===== config.mk =====
export PLATFORM = sky130hd
export DESIGN_NAME = pcif_top
export DESIGN_NICKNAME = d
export VERILOG_FILES = /design/src/common/pcif_pkg.sv /design/src/core/pcif_edge_det.sv /design/src/core/pcif_top.sv
export SDC_FILE = /design/constraint.sdc
export NUM_CORES = 1
export LEC_CHECK = 0
export BUFFER_PORTS_ARGS = -buffer_cell sky130_fd_sc_hd__buf_2
export CAP_MARGIN = 5
export CORE_MARGIN = 2
export CORE_UTILIZATION = 50
export DETAILED_ROUTE_END_ITERATION = 7
export PLACE_DENSITY = 0.73
export SLEW_MARGIN = 5
export SYNTH_ARGS = -nofsm -noshare
export SYNTH_HDL_FRONTEND = slang
export SYNTH_SLANG_ARGS = --single-unit
export TNS_END_PERCENT = 5

===== constraint.sdc =====
create_clock -name clk_i -period 7.02 [get_ports clk_i]
set_clock_uncertainty 0.1 [all_clocks]
set_input_delay 1.404 -clock clk_i [delete_from_list [all_inputs] [get_ports clk_i]]
set_output_delay 1.404 -clock clk_i [all_outputs]
set_load 0.02 [all_outputs]

===== src/common/pcif_pkg.sv =====
// ----------------------------------------------------------------------------
// Pin-change interrupt flags: shared constants and types
// ----------------------------------------------------------------------------
package pcif_pkg;

  // Port geometry: index 0 = A, 1 = B, 2 = C, 3 = E
  localparam int unsigned NPORT     = 4;
  localparam int unsigned PORT_W    = 8;
  localparam int unsigned PORT_E    = 3;
  localparam int unsigned PORT_SHIFT = 4;          // Each port owns a 16-byte block

  // Register offsets inside a port block (byte addresses)
  localparam logic [31:0] OFS_RISE  = 32'h0000_0000;
  localparam logic [31:0] OFS_FALL  = 32'h0000_0004;
  localparam logic [31:0] OFS_FLAG  = 32'h0000_0008;

  // Global control and status register
  localparam logic [31:0] OFS_CTRL  = 32'h0000_0040;
  localparam int unsigned CTRL_GIE_BIT = 0;        // Global change-interrupt enable, RW
  localparam int unsigned CTRL_SUM_BIT = 1;        // Summary change flag, RO
  localparam int unsigned CTRL_SLP_BIT = 2;        // Core sleep level as seen by the block, RO

  // Pin layout and implemented bits per port
  typedef logic [NPORT-1:0][PORT_W-1:0] pcif_pins_t;
  localparam pcif_pins_t RISE_MASK = {8'h08, 8'hff, 8'hff, 8'hff};
  localparam pcif_pins_t FALL_MASK = {8'h00, 8'hff, 8'hff, 8'hff};
  localparam pcif_pins_t FLAG_MASK = {8'h08, 8'hff, 8'hff, 8'hff};
  localparam pcif_pins_t PINS_RST  = '0;

  // Event outputs toward the processor core
  typedef struct packed {
    logic irq;                                     // Change interrupt request
    logic wake;                                    // Wake from Sleep
    logic summary;                                 // OR of all pin flags
  } pcif_evt_t;
  localparam pcif_evt_t EVT_RST = '0;

  // AHB-Lite encodings
  localparam logic [1:0] HTRANS_NONSEQ = 2'h2;
  localparam logic       HRESP_OKAY    = 1'h0;
  localparam logic [31:0] RDATA_RST    = 32'h0000_0000;

endpackage


===== src/core/pcif_edge_det.sv =====
// ----------------------------------------------------------------------------
// Two-stage pin synchroniser with rising and falling edge detection
// ----------------------------------------------------------------------------
module pcif_edge_det (
  input  wire logic               clk_i,   // System clock
  input  wire logic               srst_i,  // Synchronous reset, active high
  input  wire pcif_pkg::pcif_pins_t pins_i,  // Raw pins, asynchronous
  output      pcif_pkg::pcif_pins_t rise_o,  // One-cycle rising edge pulses
  output      pcif_pkg::pcif_pins_t fall_o   // One-cycle falling edge pulses
);

  pcif_pkg::pcif_pins_t sync1_q;
  pcif_pkg::pcif_pins_t sync2_q;
  pcif_pkg::pcif_pins_t prev_q;
  logic [2:0]           primed_q;              // Start-up guard until prev_q holds a real pin sample

  // Synchroniser, previous sample and start-up guard
  always_ff @(posedge clk_i) begin
    if (srst_i) begin
      sync1_q  <= pcif_pkg::PINS_RST;
      sync2_q  <= pcif_pkg::PINS_RST;
      prev_q   <= pcif_pkg::PINS_RST;
      primed_q <= 3'h0;
    end else begin
      sync1_q  <= pins_i;
      sync2_q  <= sync1_q;
      prev_q   <= sync2_q;
      primed_q <= {primed_q[1:0], 1'b1};
    end
  end

  // Compare current and previous synchronised samples
  // Guard holds until both pipeline stages carry real pin levels, so a pin high at reset is no edge
  assign rise_o = primed_q[2] ? (sync2_q & ~prev_q) : pcif_pkg::PINS_RST;
  assign fall_o = primed_q[2] ? (~sync2_q & prev_q) : pcif_pkg::PINS_RST;

endmodule


===== src/core/pcif_top.sv =====
// The register addresses and the AHB-Lite slave port were chosen for this implementation.
module pcif_top (
  input  wire logic                 clk_i,        // System clock, 25 MHz
  input  wire logic                 srst_i,       // Synchronous reset, active high
  // AHB-Lite slave
  input  wire logic                 hsel_i,       // Slave select
  input  wire logic [31:0]          haddr_i,      // Byte address
  input  wire logic [1:0]           htrans_i,     // Transfer type
  input  wire logic                 hwrite_i,     // Write when high
  input  wire logic [2:0]           hsize_i,      // Transfer size, word only
  input  wire logic                 hready_i,     // Bus ready
  input  wire logic [31:0]          hwdata_i,     // Write data
  output      logic [31:0]          hrdata_o,     // Read data
  output      logic                 hreadyout_o,  // Slave ready
  output      logic                 hresp_o,      // Response, always OKAY
  // Pins and core
  input  wire pcif_pkg::pcif_pins_t pins_i,       // Port pins E, C, B, A
  input  wire logic                 sleep_i,      // Core is in Sleep
  output      pcif_pkg::pcif_evt_t  evt_o         // Interrupt, wake and summary
);

  // --------------------------------------------------------------------------
  // Address decode helpers
  // --------------------------------------------------------------------------

  // Byte address of a register in a given port block
  function automatic logic [31:0] port_addr(input int unsigned port, input logic [31:0] ofs);
    logic [31:0] base;
    base = 32'(port) << pcif_pkg::PORT_SHIFT;
    return base + ofs;
  endfunction

  // True when an address selects the given register of the given port
  function automatic logic hits(input logic [31:0] addr, input int unsigned port,
                                input logic [31:0] ofs);
    return addr == port_addr(port, ofs);
  endfunction

  // --------------------------------------------------------------------------
  // State
  // --------------------------------------------------------------------------

  pcif_pkg::pcif_pins_t rise_q;                    // Rising-edge enables
  pcif_pkg::pcif_pins_t fall_q;                    // Falling-edge enables
  pcif_pkg::pcif_pins_t flag_q;                    // Pin change flags
  pcif_pkg::pcif_pins_t rise_d;
  pcif_pkg::pcif_pins_t fall_d;
  pcif_pkg::pcif_pins_t flag_d;
  logic                 gie_q;                     // Global change-interrupt enable
  logic                 gie_d;

  logic                 dp_valid_q;                // Data phase of a taken transfer
  logic                 dp_write_q;
  logic [31:0]          dp_addr_q;

  logic [31:0]          hrdata_q;
  logic [31:0]          rdata_d;
  logic                 hready_q;
  logic                 hresp_q;
  pcif_pkg::pcif_evt_t  evt_q;

  pcif_pkg::pcif_pins_t pin_rise;                  // Synchronised edge pulses
  pcif_pkg::pcif_pins_t pin_fall;
  pcif_pkg::pcif_pins_t pin_set;                   // Hardware set requests

  // --------------------------------------------------------------------------
  // Edge detection
  // --------------------------------------------------------------------------

  // Synchroniser and edge detector for all pins
  pcif_edge_det u_edge (
    .clk_i  (clk_i),
    .srst_i (srst_i),
    .pins_i (pins_i),
    .rise_o (pin_rise),
    .fall_o (pin_fall)
  );

  // Flag set requests from enabled edges, either or both directions
  assign pin_set = (pin_rise & rise_q) | (pin_fall & fall_q);

  // --------------------------------------------------------------------------
  // AHB-Lite transfer tracking
  // --------------------------------------------------------------------------

  logic addr_take;
  logic wr_en;
  logic wr_ctrl;

  // Address phase accepted when selected, active and the bus is ready
  assign addr_take = hsel_i & hready_i & (htrans_i == pcif_pkg::HTRANS_NONSEQ
                                          || htrans_i == (pcif_pkg::HTRANS_NONSEQ | 2'h1));
  assign wr_en     = dp_valid_q & dp_write_q;
  assign wr_ctrl   = wr_en & (dp_addr_q == pcif_pkg::OFS_CTRL);

  // Capture address phase for use in the data phase
  always_ff @(posedge clk_i) begin
    if (srst_i) begin
      dp_valid_q <= 1'b0;
      dp_write_q <= 1'b0;
      dp_addr_q  <= '0;
    end else begin
      dp_valid_q <= addr_take;
      dp_write_q <= hwrite_i;
      dp_addr_q  <= haddr_i;
    end
  end

  // --------------------------------------------------------------------------
  // Register next values, one generate slice per port
  // --------------------------------------------------------------------------

  logic [pcif_pkg::NPORT-1:0] wr_rise;
  logic [pcif_pkg::NPORT-1:0] wr_fall;
  logic [pcif_pkg::NPORT-1:0] wr_flag;

  for (genvar p = 0; p < pcif_pkg::NPORT; p++) begin : g_port
    // Write strobes of this port's registers
    assign wr_rise[p] = wr_en & hits(dp_addr_q, p, pcif_pkg::OFS_RISE);
    assign wr_fall[p] = wr_en & hits(dp_addr_q, p, pcif_pkg::OFS_FALL);
    assign wr_flag[p] = wr_en & hits(dp_addr_q, p, pcif_pkg::OFS_FLAG);

    // Enables keep only implemented bits
    assign rise_d[p] = (wr_rise[p] ? hwdata_i[7:0] : rise_q[p])
                       & pcif_pkg::RISE_MASK[p];
    assign fall_d[p] = (wr_fall[p] ? hwdata_i[7:0] : fall_q[p])
                       & pcif_pkg::FALL_MASK[p];

    // Written value first, then hardware set wins over any written zero
    assign flag_d[p] = ((wr_flag[p] ? hwdata_i[7:0] : flag_q[p])
                       | pin_set[p])
                       & pcif_pkg::FLAG_MASK[p];
  end

  assign gie_d = wr_ctrl ? hwdata_i[pcif_pkg::CTRL_GIE_BIT] : gie_q;

  // Register file, all cleared on any reset
  always_ff @(posedge clk_i) begin
    if (srst_i) begin
      rise_q <= pcif_pkg::PINS_RST;
      fall_q <= pcif_pkg::PINS_RST;
      flag_q <= pcif_pkg::PINS_RST;
      gie_q  <= 1'b0;
    end else begin
      rise_q <= rise_d;
      fall_q <= fall_d;
      flag_q <= flag_d;
      gie_q  <= gie_d;
    end
  end

  // --------------------------------------------------------------------------
  // Read path
  // --------------------------------------------------------------------------

  logic summary_now;
  logic summary_nxt;

  // Summary of all flags, current and after this cycle's update
  assign summary_now = |flag_q;
  assign summary_nxt = |flag_d;

  // Read mux on the values the registers will hold after any write in flight
  always_comb begin
    rdata_d = '0;
    for (int unsigned p = 0; p < pcif_pkg::NPORT; p++) begin
      if (hits(haddr_i, p, pcif_pkg::OFS_RISE)) begin
        rdata_d[7:0] = rise_d[p];
      end
      if (hits(haddr_i, p, pcif_pkg::OFS_FALL)) begin
        rdata_d[7:0] = fall_d[p];
      end
      if (hits(haddr_i, p, pcif_pkg::OFS_FLAG)) begin
        rdata_d[7:0] = flag_d[p];
      end
    end
    if (haddr_i == pcif_pkg::OFS_CTRL) begin
      rdata_d[pcif_pkg::CTRL_GIE_BIT] = gie_d;
      rdata_d[pcif_pkg::CTRL_SUM_BIT] = summary_nxt;
      rdata_d[pcif_pkg::CTRL_SLP_BIT] = sleep_i;
    end
  end

  // Bus answer registers: zero wait states, always OKAY
  always_ff @(posedge clk_i) begin
    if (srst_i) begin
      hrdata_q <= pcif_pkg::RDATA_RST;
      hready_q <= 1'b1;
      hresp_q  <= pcif_pkg::HRESP_OKAY;
    end else begin
      hrdata_q <= (addr_take & ~hwrite_i) ? rdata_d : pcif_pkg::RDATA_RST;
      hready_q <= 1'b1;
      hresp_q  <= pcif_pkg::HRESP_OKAY;
    end
  end

  // --------------------------------------------------------------------------
  // Interrupt and wake
  // --------------------------------------------------------------------------

  // Request and wake gated by the global enable; flags keep running without it
  always_ff @(posedge clk_i) begin
    if (srst_i) begin
      evt_q <= pcif_pkg::EVT_RST;
    end else begin
      evt_q.irq     <= gie_q & summary_now;
      evt_q.wake    <= gie_q & summary_now & sleep_i;
      evt_q.summary <= summary_now;
    end
  end

  // --------------------------------------------------------------------------
  // Outputs
  // --------------------------------------------------------------------------

  assign hrdata_o    = hrdata_q;
  assign hreadyout_o = hready_q;
  assign hresp_o     = hresp_q;
  assign evt_o       = evt_q;

endmodule


Word level (Yosys, flattened, before mapping)
Cells that the tools add are included.
{"block": "word_totals", "reg_bits": 231, "inputBits": 107, "output_inout_bits": 37, "word_cells": 126}
{"block": "op_classes", "n_eq_ne": 25, "mux": 28, "n_bitwise": 31, "reduce_logical": 7}
{"cell": "$eq 32x6->1 const B", "n": 11}
{"cell": "$eq 32x5->1 const B", "n": 6}
{"cell": "$mux 8", "n": 18}
{"cell": "$and 28x28->28", "n": 3}
{"cell": "$eq 32x3->1 const B", "n": 2}
{"cell": "$eq 32x4->1 const B", "n": 2}
{"cell": "$eq 32x7->1 const B", "n": 2}
{"cell": "$logic_not 32->1", "n": 2}
{"cell": "$mux 28", "n": 2}
{"cell": "$not 28->28", "n": 2}
{"cell": "$reduce_or 32->1", "n": 1}
{"cell": "$and 28x24->28", "n": 1}
{"cell": "$or 28x28->28", "n": 1}
{"cell": "$reduce_or 25->1", "n": 1}
{"cell": "$or 8x8->8", "n": 3}
{"cell": "$mux 4", "n": 5}
{"cell": "$and 1x1->1", "n": 18}
{"cell": "$reduce_or 5->1", "n": 1}
{"cell": "$eq 2x2->1 const B", "n": 2}
{"cell": "$or 4x4->4", "n": 1}
{"cell": "$mux 3", "n": 1}
{"cell": "$mux 1", "n": 2}
{"cell": "$not 1->1", "n": 2}
{"cell": "$reduce_or 2->1", "n": 1}
{"cell": "$logic_or 1x1->1", "n": 1}

Depth between registers and ports, before layout
Gate-level depths: netlist of run 1.
{"block": "depth", "ltp_word": 17, "mapped_depth": 10, "mapped_depth_nobuf": 9}

Modules after synthesis
A second synthesis of run 1 with hierarchy kept.
{"block": "unflattened", "hier_cells": 869, "area_unflattened_um2": 8833.5}
{"module": "pcif_top", "instances": 1, "cells_each": 589, "area_each_um2": 5565.3, "seq_area_each_um2": 2402.3}
{"module": "pcif_edge_det", "instances": 1, "cells_each": 280, "area_each_um2": 3268.1, "seq_area_each_um2": 1981.9}

Worst setup path after synthesis of run 1
No wires, ideal clock.
{"block": "synth_timing", "kind": "input to register", "start": "input port haddr_i[26]", "end": "register hrdata_q[3], in the netlist hrdata_o[3]", "setup_time_ns": 0.132, "arrival_ns": 3.588, "required_time_ns": 6.788, "slack_ns": 3.200, "stages": 9, "path_buffers": 1, "cell_sequence": "or4_1 > or3_1 > or3_1 > buf_6 > nor2_2 > nand2_1 > a21o_1 > a221oi_1 > o32ai_1"}
{"block": "synth_between", "elab_chain_cells": 13, "elab_cells_between_ends": 24, "classes_between": "eq/ne (11); mux (12); reduce/logical (1)"}
{"element": "start, declared", "line_no": "pcif_top.sv:7", "rtl": "input wire logic [31:0] haddr_i,"}
{"element": "$logic_not 32->1", "line_no": "pcif_top.sv:36", "rtl": "return addr == port_addr(port, ofs);"}
{"element": "$mux 8", "line_no": "pcif_top.sv:167", "rtl": "if (hits(haddr_i, p, pcif_pkg::OFS_RISE)) begin"}
{"element": "$mux 8", "line_no": "pcif_top.sv:170", "rtl": "if (hits(haddr_i, p, pcif_pkg::OFS_FALL)) begin"}
{"element": "$mux 8", "line_no": "pcif_top.sv:173", "rtl": "if (hits(haddr_i, p, pcif_pkg::OFS_FLAG)) begin"}
{"element": "$mux 8", "line_no": "pcif_top.sv:167"}
{"element": "$mux 8", "line_no": "pcif_top.sv:170"}
{"element": "$mux 8", "line_no": "pcif_top.sv:173"}
{"element": "$mux 8", "line_no": "pcif_top.sv:167"}
{"element": "$mux 8", "line_no": "pcif_top.sv:170"}
{"element": "$mux 8", "line_no": "pcif_top.sv:173"}
{"element": "$mux 4", "line_no": "pcif_top.sv:167"}
{"element": "$mux 4", "line_no": "pcif_top.sv:170"}
{"element": "$mux 4 *", "line_no": "pcif_top.sv:173"}
{"element": "end signal, assigned", "line_no": "pcif_top.sv:187", "rtl": "hrdata_q <= pcif_pkg::RDATA_RST;"}
{"element": "end signal, assigned", "line_no": "pcif_top.sv:191", "rtl": "hrdata_q <= (addr_take & ~hwrite_i) ? rdata_d : pcif_pkg::RDATA_RST;"}
{"element": "end, declared", "line_no": "pcif_top.sv:56", "rtl": "logic [31:0] hrdata_q;"}
Every way passes the cells marked *; elsewhere a longest branch is shown, timed or not.
A chain may end at the register's enable or synchronous reset.

Worst setup path after layout of run 1
{"block": "layout_timing", "start": "input port haddr_i[26]", "end": "register hrdata_q[7], in the netlist hrdata_o[7]"}
{"block": "layout_between", "elab_chain_cells": 10, "elab_cells_between_ends": 22, "classes_between": "eq/ne (11); mux (9); reduce/logical (2)"}
{"element": "$logic_not 32->1", "line_no": "pcif_top.sv:36"}
{"element": "$mux 8", "line_no": "pcif_top.sv:167"}
{"element": "$mux 8", "line_no": "pcif_top.sv:170"}
{"element": "$mux 8", "line_no": "pcif_top.sv:173"}
{"element": "$mux 8", "line_no": "pcif_top.sv:167"}
{"element": "$mux 8", "line_no": "pcif_top.sv:170"}
{"element": "$mux 8", "line_no": "pcif_top.sv:173"}
{"element": "$mux 8", "line_no": "pcif_top.sv:167"}
{"element": "$mux 8", "line_no": "pcif_top.sv:170"}
{"element": "$mux 8", "line_no": "pcif_top.sv:173"}
Several ways; a longest one is shown, not always the timed one.

==> results of run 1 <==
## synth_stat cells, types with 6 or more instances
library cell / number
nor3_1: 13
mux2i_1: 64
nor2_1: 80
nor2b_1: 114
buf_4: 26
nor4_1: 15
a221oi_1: 6
o221ai_1: 6
nand2_1: 58
nand3_1: 10
o22ai_1: 6
o21ai_0: 30
clkbuf_1: 31
a21oi_1: 28
and3b_1: 10
inv_1: 7
mux2_2: 8
nand3b_1: 23
dfxtp_1: 198
nor4_2: 7
## area by class of cell
cell class | count | area share
inverter | 7 | 0.00292
tap | 216 | 0.0301
antenna | 1 | 0.000278
clock inverter | 13 | 0.0135
multi-input combinational | 573 | 0.414
timing repair buffer | 84 | 0.0480
sequential | 198 | 0.441
clock buffer | 19 | 0.0504
## per-stage QoR
stage	area (um^2)	power (uW)	setup WS, ns
global placement	8410	1280	2.63
global route	8980	2270	2.84
detailed placement	8410	1290	2.58
floorplan	8080	1260	3.20
CTS	8980	2220	3.00
finish	8990	2200	2.95
## cells by family (layout without fill, tap and decap cells)
family          Yosys count  after routing  share of synthesized area
buf+inv                  69            123                     0.0498
mux                      74             74                     0.0947
simple gates            371            371                      0.275
other cells               2             27                   0.000940
compound gates          102            102                     0.0832
flops                   198            198                      0.496
## path summary, 6_finish.rpt
check,from,end,slack [ns],depth (start not counted)
worst max-delay path,haddr_i[26],hrdata_o[7],2.95,9
worst max register to register,dp_addr_q[9],hrdata_o[0],3.59,9
worst min register to register,u_edge.sync1_q[1],u_edge.sync2_q[1],0.33,1
worst min-delay path,u_edge.sync1_q[1],u_edge.sync2_q[1],0.33,1
## where the power goes
group / leakage, uW / internal [uW] / switching, uW
registers: 0.00162 / 1150 / 13.8
logic: 0.00158 / 36.9 / 58.8
clock network: 0.000268 / 511 / 424
total: 0.00346 / 1700 / 497
## critical path, stage by stage
cell and delay, ns:
buf_2 0.10, or4_1 0.58, or3_1 0.39, or3_1 0.54, nor2_2 0.41, nor3_1 0.14, o221ai_1 0.12, a211oi_1 0.15
a2111oi_2 0.43
## state kept, by name, indices dropped and copies added (netlist names), 3 cells and up
name and flops:
u_edge.prev_q 25, hrdata_o 8, flag_q 25, rise_q 25, evt_o 3, fall_q 24
dp_addr_q 32, u_edge.primed_q 3, u_edge.sync2_q 25, u_edge.sync1_q 25
## per-layer routing
layer,global-route usage,share of wire
met5,0,0
met4,0.0939,0.030
met3,0.0627,0.075
met2,0.357,0.46
met1,0.295,0.44
==> results.yml, run 1 <==
die:
  initial_core_util: 0.507
  coreArea_mm2: 0.0158
  die_h_um: 130
  fp.dieW_um: 130
  std_cell_rows: 46
  io_pins: 144
  dieArea_mm2: 0.0170
timing:
  slew_headroom: 0.209
  whs_ns: 0.331
  final.setup.tns_ns: 0
  finalMaxSlewViolations: 0
  period_share: 0.579
  rsz0062_at_grt: "no"
  fmax_mhz: 246
  hold_violations: 0
  period_needed_ns: 4.07
  setup_viol: 0
  worstMarginPinSlew_ns: 1.19
synthesis:
  syn_inst: 816
  ys.flop_type: "dfxtp_1"
  synth_seq_cells: 198
  synth_area_leader_cell: "dfxtp_1"
  ys.warnings.count: 0
  synth_top_area_share: 0.496
  syn-cell-area_mm2: 0.00799
  async_reset_ff_frac: 0
  netlist_top_cells_area: "dfxtp_1 50%, nor2b_1 8.9%, mux2i_1 8.0%"
  synthDistinctLibCells: 69
  avgSynthCellArea_um2: 9.79
  synth_edf_count: 0
  yosysSeqAreaShare: 0.496
placement:
  hpwl_mm: 13.1
  port_buffers: 82
  gp_congestion: 0.993
  dp_cells: 1078
routing:
  dr.first_iter.drc_count: 552
  firstDrtPassIters: 5
  routed_wl_mm: 18.6
  wl_per_cell_um: 16.8
  drc: 0
  vias: 6006
  viasPerCell: 5.41
  ant_nets: 0
clock_tree:
  cts.reportedPaths.clkPinSlew_ns: 0.07
  post_cts_buffers: 0
  cts.repair.resized: 0
  cts_buffer_depth: 2
  cts_tree: "yes"
  postCtsHoldBufs: 0
  clk_latency_ns: 0.43
  clock_sink_count: 198
  numCtsBuffers: 17
  htreeDepth: 4
  cts-root-buf: "clkbuf_16"
final_layout:
  instances_no_fill: 1111
  regArea_mm2: 0.00396
  post-route-util: 0.570
  final_common_cell: "dfxtp_1"
  fin_nets: 988
  final_cell_mix: "198 x dfxtp_1, 114 x nor2b_1, 81 x buf_2"
  post_route_cells_drive_above_1_share: 0.173
  fill_cells: 1455
  multi_input_area_mm2: 0.00372
  syn_to_final_growth_pct: 12.5
power:
  powerDensity_mw_per_mm2: 244
  peakVddDrop_v: 0.000186
  leakagePower_uw: 0.00346
global_routing:
  grt_max_degree: 104
  overflow: 0
  grt_pass1_wl_mm: 29.0
  antenna_found_initial: 1
  gr-usage-all-layers: 0.226
  grt_pass1_vias: 5548
critical_path:
  path_max_fanout: 9
  cp-start-kind: "primary input"
  cp-end-kind: "register"
  worstPathArrival_ns: 4.27
  crit_type: "in -> reg"
  cp.required_ns: 7.22
worst_hold_path:
  hold_class: "reg -> reg"
job:
  timing.max_cap.violations: 0
outcome:
  outcome: "complete, no violations"
No activity file was read; power rests on OpenSTA's default activity.
==> run 2, diff against run 1 <==
==> constraint.sdc (replaced) <==
create_clock -name clk_i -period 4 [get_ports clk_i]
set_clock_uncertainty 0.1 [all_clocks]
set_input_delay 0.8 -clock clk_i [delete_from_list [all_inputs] [get_ports clk_i]]
set_output_delay 0.8 -clock clk_i [all_outputs]
set_load 0.02 [all_outputs]
==> run 2 against run 1 <==
Sequential power increased by 74%. Combinational power increased by 77%. Global-route usage increased by 0.98 points. Via count increased by 1.2%. Total power increased by 78%. Sequential cell count unchanged. Largest cell class unchanged. Non-clock buffer count increased by 10. Clock power increased by 81%. Worst setup slack got worse by 2.3 ns.
==> results.yml, run 2 (same netlist as run 1, synthesis figures left out) <==
outcome:
  outcome: "complete, no violations"
routing:
  ant_nets: 0
  viasPerCell: 5.43
  dr.first_iter.drc_count: 458
  vias: 6076
  routed_wl_mm: 19.3
  drc: 0
  firstDrtPassIters: 7
  wl_per_cell_um: 17.2
power:
  p_int_uw: 2970
  switching_share: 0.239
  seq_power_share: 0.523
  powerDensity_mw_per_mm2: 431
  clockPowerShare: 0.433
  pwr-share-comb: 0.044
  p_switching_uw: 932
  leakagePower_uw: 0.00354
  peakVddDrop_v: 0.000334
worst_hold_path:
  hold_class: "reg -> reg"
  hold_end: "u_edge.sync2_q[1]"
  min-delay-start: "u_edge.sync1_q[1]"
  hold_depth: 1
die:
  std_cell_rows: 46
  initial_core_util: 0.507
  fp.dieW_um: 130
  io_pins: 144
  coreArea_mm2: 0.0158
  dieArea_mm2: 0.0170
  die_h_um: 130
clock_tree:
  cts_buffer_depth: 2
  numCtsBuffers: 17
  cts-root-buf: "clkbuf_16"
  cts_tree: "yes"
  cts.repair.resized: 0
  postCtsHoldBufs: 0
  htreeDepth: 4
  clk_latency_ns: 0.44
  clock_sink_count: 198
  cts.reportedPaths.clkPinSlew_ns: 0.08
  post_cts_buffers: 0
timing:
  layout_setup_ws_ns: 0.638
  worstMarginPinSlew_ns: 1.17
  setup_viol: 0
  fmax_mhz: 297
  finalMaxSlewViolations: 0
  period_needed_ns: 3.36
  rsz0062_at_grt: "no"
  whs_ns: 0.336
  final.setup.tns_ns: 0
  period_share: 0.840
  slew_headroom: 0.221
  hold_violations: 0
critical_path:
  cp-start-kind: "primary input"
  worstPathArrival_ns: 3.57
  cp-end-kind: "register"
  reg2reg_slack_ns: 0.72
  cp.required_ns: 4.21
  r2r-start: "dp_addr_q[9]"
  crit_type: "in -> reg"
  rr_endpoint: "hrdata_o[0]"
  r2r_cells: 9
  path_max_fanout: 9
global_routing:
  grt_pass1_wl_mm: 30.3
  gr-usage-all-layers: 0.236
  overflow: 0
  antenna_found_initial: 0
  grt_max_degree: 87
  grt_pass1_vias: 5755
placement:
  place_area_mm2: 0.00849
  port_buffers: 82
  dp_cells: 1088
  hpwl_mm: 13.5
  pre_cts_slack_ns: 0.284
  gp_congestion: 1.00
final_layout:
  multi_input_area_mm2: 0.00372
  post_route_cells_drive_above_1_share: 0.183
  instances_no_fill: 1120
  regMostFlops: "dp_addr_q"
  final_common_cell: "dfxtp_1"
  fin_area_mm2: 0.00907
  largest_register_ffs: 32
  syn_to_final_growth_pct: 13.5
  fin_nets: 998
  fill_cells: 1415
  final_cell_mix: "198 x dfxtp_1, 114 x nor2b_1, 81 x buf_2"
  n_antenna_cell: 0
  regArea_mm2: 0.00396
job:
  timing.max_cap.violations: 0
run 2: metal layers:
metal | routed length (um) | global-route usage
met2 | 8970 | 0.387
met4 | 596 | 0.102
met5 | 0 | 0
met3 | 1360 | 0.0558
met1 | 8380 | 0.300
run 2: worst max-delay path by stage:
stage / end / from / cells past startpoint / slack [ns]
2_1_floorplan: hrdata_o[3] / haddr_i[26] / 9 / 0.78
3_3_place_gp: hrdata_o[3] / haddr_i[26] / 9 / 0.31
3_5_place_dp: hrdata_o[3] / haddr_i[26] / 9 / 0.28
4_1_cts: hrdata_o[7] / haddr_i[26] / 9 / 0.71
5_1_grt: hrdata_o[1] / dp_addr_q[20] / 9 / 0.53
6_report: hrdata_o[3] / haddr_i[26] / 9 / 0.64
run 2: final cells by class:
class                           count  area share
Sequential cell                   198       0.437
Tap cell                          216      0.0298
Inverter                            7     0.00290
Clock buffer                       17      0.0469
Clock inverter                     15      0.0175
Multi-Input combinational cell    573       0.410
Timing Repair Buffer               94      0.0559
run 2: critical path: stages:
cell and delay [ns]:
buf_2 0.10, or4_1 0.58, or3_1 0.39, or3_1 0.53
nor2_2 0.44, nand2_1 0.10, a21o_1 0.19, a221oi_1 0.29
o32ai_1 0.14
run 2: power by group through the flow:
stage                     clock, uW  combinational [uW]  sequential (uW)
final                          1690                 170             2040
after global placement            0                 167             2090
after floorplan                   0                 135             2080
after CTS                      1730                 170             2040
after detailed placement          0                 169             2090
after global routing           1800                 186             2050
run 2: through the flow:
step / power, uW / utilization
6_report: 3910 / 0.575
5_1_grt: 4040 / 0.575
4_1_cts: 3940 / 0.575
3_5_place_dp: 2260 / 0.538
3_3_place_gp: 2260 / 0.538
2_1_floorplan: 2210 / -
==> run 3, diff against run 2 <==
--- a/config.mk
+++ b/config.mk
@@ -5,12 +5,13 @@
 export SDC_FILE = /design/constraint.sdc
 export NUM_CORES = 1
 export LEC_CHECK = 0
+export ABC_AREA = 1
 export BUFFER_PORTS_ARGS = -buffer_cell sky130_fd_sc_hd__buf_2
 export CAP_MARGIN = 5
 export CORE_MARGIN = 2
 export CORE_UTILIZATION = 50
 export DETAILED_ROUTE_END_ITERATION = 7
-export PLACE_DENSITY = 0.73
+export PLACE_DENSITY = 0.75
 export SLEW_MARGIN = 5
 export SYNTH_ARGS = -nofsm -noshare
 export SYNTH_HDL_FRONTEND = slang
==> constraint.sdc (replaced) <==
create_clock -name clk_i -period 2.79 [get_ports clk_i]
set_clock_uncertainty 0.1 [all_clocks]
set_input_delay 0.558 -clock clk_i [delete_from_list [all_inputs] [get_ports clk_i]]
set_output_delay 0.558 -clock clk_i [all_outputs]
set_load 0.02 [all_outputs]
==> run 3 against run 2 <==
Die area up 6.9%. Final area rose by 6.6%. Critical path depth up 6. Via count grew 22%. Sequential power up 44%. Critical path type is now reg -> reg. Critical endpoint unchanged. Largest cell class unchanged. Largest power group unchanged.
==> results.yml, run 3 <==
final_layout:
  fin_nets: 1398
  final_common_cell: "nand2_1"
  syn_to_final_growth_pct: 13.0
  post_route_cells_drive_above_1_share: 0.127
  regMostFlops: "dp_addr_q"
  largest_register_ffs: 32
  n_antenna_cell: 0
  final_cell_mix: "231 x nand2_1, 224 x inv_1, 217 x nor2_1"
routing:
  vias: 7437
  drc: 0
  firstDrtPassIters: 5
  wl_per_cell_um: 12.8
  routed_wl_mm: 19.6
  dr.first_iter.drc_count: 573
  ant_nets: 0
  viasPerCell: 4.88
critical_path:
  cp.required_ns: 3.01
  path_max_fanout: 13
  rr_endpoint: "hrdata_o[3]"
  cp-end-kind: "register"
  r2r_cells: 15
  crit_type: "reg -> reg"
  r2r-start: "dp_addr_q[31]"
  worstPathArrival_ns: 2.80
  crit_path_end: "hrdata_o[3]"
  cp-start-kind: "register"
  reg2reg_slack_ns: 0.22
  startpoint: "dp_addr_q[31]"
power:
  p_switching_uw: 1400
  seq_power_share: 0.516
  p_int_uw: 4270
  peakVddDrop_v: 0.000439
  pwr-share-comb: 0.054
  powerDensity_mw_per_mm2: 586
  clockPowerShare: 0.430
  leakagePower_uw: 0.00478
  switching_share: 0.248
global_routing:
  grt_max_degree: 175
  grt_pass1_vias: 6833
  grt_pass1_wl_mm: 32.7
  overflow: 0
  gr-usage-all-layers: 0.227
  antenna_found_initial: 0
clock_tree:
  htreeDepth: 4
  post_cts_buffers: 0
  clock_sink_count: 198
  postCtsHoldBufs: 0
  cts_tree: "yes"
  cts_buffer_depth: 2
  cts.reportedPaths.clkPinSlew_ns: 0.07
  numCtsBuffers: 17
  cts.repair.resized: 0
  cts-root-buf: "clkbuf_16"
  clk_latency_ns: 0.44
die:
  std_cell_rows: 47
  dieArea_mm2: 0.0182
  initial_core_util: 0.514
  coreArea_mm2: 0.0166
  io_pins: 144
  fp.dieW_um: 135
  die_h_um: 135
synthesis:
  avgSynthCellArea_um2: 7.03
  yosysMostFrequentCell: "nand2_1"
  synth_top_area_share: 0.463
  synth_edf_count: 0
  synthDistinctLibCells: 46
  syn-cell-area_mm2: 0.00856
  ys.flop_type: "dfxtp_1"
  yosysSeqAreaShare: 0.463
  ys.warnings.count: 0
  synth_area_leader_cell: "dfxtp_1"
  syn_inst: 1217
  synthTopCellsByCount: "231 x nand2_1, 224 x inv_1, 217 x nor2_1"
  netlist_top_cells_area: "dfxtp_1 46%, nand2_1 10%, inv_1 9.8%"
  async_reset_ff_frac: 0
  synth_seq_cells: 198
timing:
  rsz0062_at_grt: "no"
  fmax_mhz: 388
  hold_violations: 0
  setup_viol: 0
  finalMaxSlewViolations: 0
  slew_headroom: 0.432
  final.setup.tns_ns: 0
  layout_setup_ws_ns: 0.215
  worstMarginPinSlew_ns: 0.852
  period_needed_ns: 2.57
  period_share: 0.923
outcome:
  outcome: "complete, no violations"
placement:
  hpwl_mm: 13.8
  pre_cts_slack_ns: 0.130
  port_buffers: 82
  gp_congestion: 0.930
job:
  timing.max_cap.violations: 0
worst_hold_path:
  hold_depth: 3
  hold_class: "in -> reg"
-- run 3: cell count changes after synthesis, moves of 20 or more --
cell / before / now
inv_1: 7 / 224
mux2i_1: 64 / 2
nand2_1: 58 / 231
nand3_1: 10 / 49
nand3b_1: 23 / 3
nor2_1: 80 / 217
nor2b_1: 114 / 0
o21ai_0: 30 / 67
-- run 3: how the worst min path moves through the flow --
| stage | startpoint | endpoint | slack (ns) |
|---|---|---|---|
| 6_report | pins_i[8] | u_edge.sync1_q[8] | 0.21 |
| 2_1_floorplan | u_edge.primed_q[0] | u_edge.primed_q[1] | 0.29 |
| 5_1_grt | pins_i[27] | u_edge.sync1_q[27] | 0.22 |
| 3_5_place_dp | u_edge.sync1_q[21] | u_edge.sync2_q[21] | 0.29 |
| 3_3_place_gp | u_edge.sync1_q[14] | u_edge.sync2_q[14] | 0.29 |
| 4_1_cts | pins_i[8] | u_edge.sync1_q[8] | 0.20 |
-- run 3: per-stage QoR --
stage / instances / hold WS (ns) / utilization / instance area, um^2 / power (uW)
floorplan: 1241 / 0.288 / - / 8650 / 3210
finish: 1524 / 0.213 / 0.581 / 9670 / 5670
global placement: 1492 / 0.291 / 0.546 / 9080 / 3290
detailed placement: 1492 / 0.293 / 0.546 / 9080 / 3300
CTS: 1524 / 0.204 / 0.581 / 9670 / 5700
global route: 1524 / 0.218 / 0.581 / 9670 / 5860
-- run 3: power groups by stage --
stage	sequential, uW	clock [uW]	combinational [uW]
6_report	2930	2440	304
4_1_cts	2930	2470	305
3_5_place_dp	2990	0	304
5_1_grt	2930	2580	345
2_1_floorplan	2990	0	226
3_3_place_gp	2990	0	299
-- run 3: per-layer routing --
metal / vias up / GRT usage / share of wire
met5: - / 0 / 0
met4: 0 / 0.0977 / 0.028
met3: 41 / 0.0409 / 0.067
met2: 234 / 0.369 / 0.45
met1: 3326 / 0.296 / 0.45
li1: 3836 / - / -
-- run 3: final cells by class --
class                      count  area, um^2
multi-input combinational    750        3450
clock buffer                  17         425
tap                          220         275
timing repair buffer          97         538
fill                        1599        6970
clock inverter                15         163
inverter                     227         853
sequential                   198        3960
-- run 3: cell families after synthesis --
| family | share of synthesized area |
|---|---|
| and+or+nand+nor | 0.288 |
| buffers and inverters | 0.144 |
| DFF | 0.463 |
| AOI/OAI and AO/OA | 0.102 |
| muxes | 0.00234 |
| other | 0.000878 |
-- run 3: critical path, cell delays in order (launching register included) --
cell and delay, ns:
dfxtp_1 0.31, nor2_1 0.11, nand2_1 0.07, nor2_2 0.15
nand2_4 0.11, nor2_4 0.24, nand2_1 0.37, inv_1 0.24
nor2_1 0.05, o21bai_1 0.19, o21ai_0 0.21, inv_1 0.06
nand2_1 0.07, nand3_1 0.06, nand2_1 0.06, a21oi_1 0.07
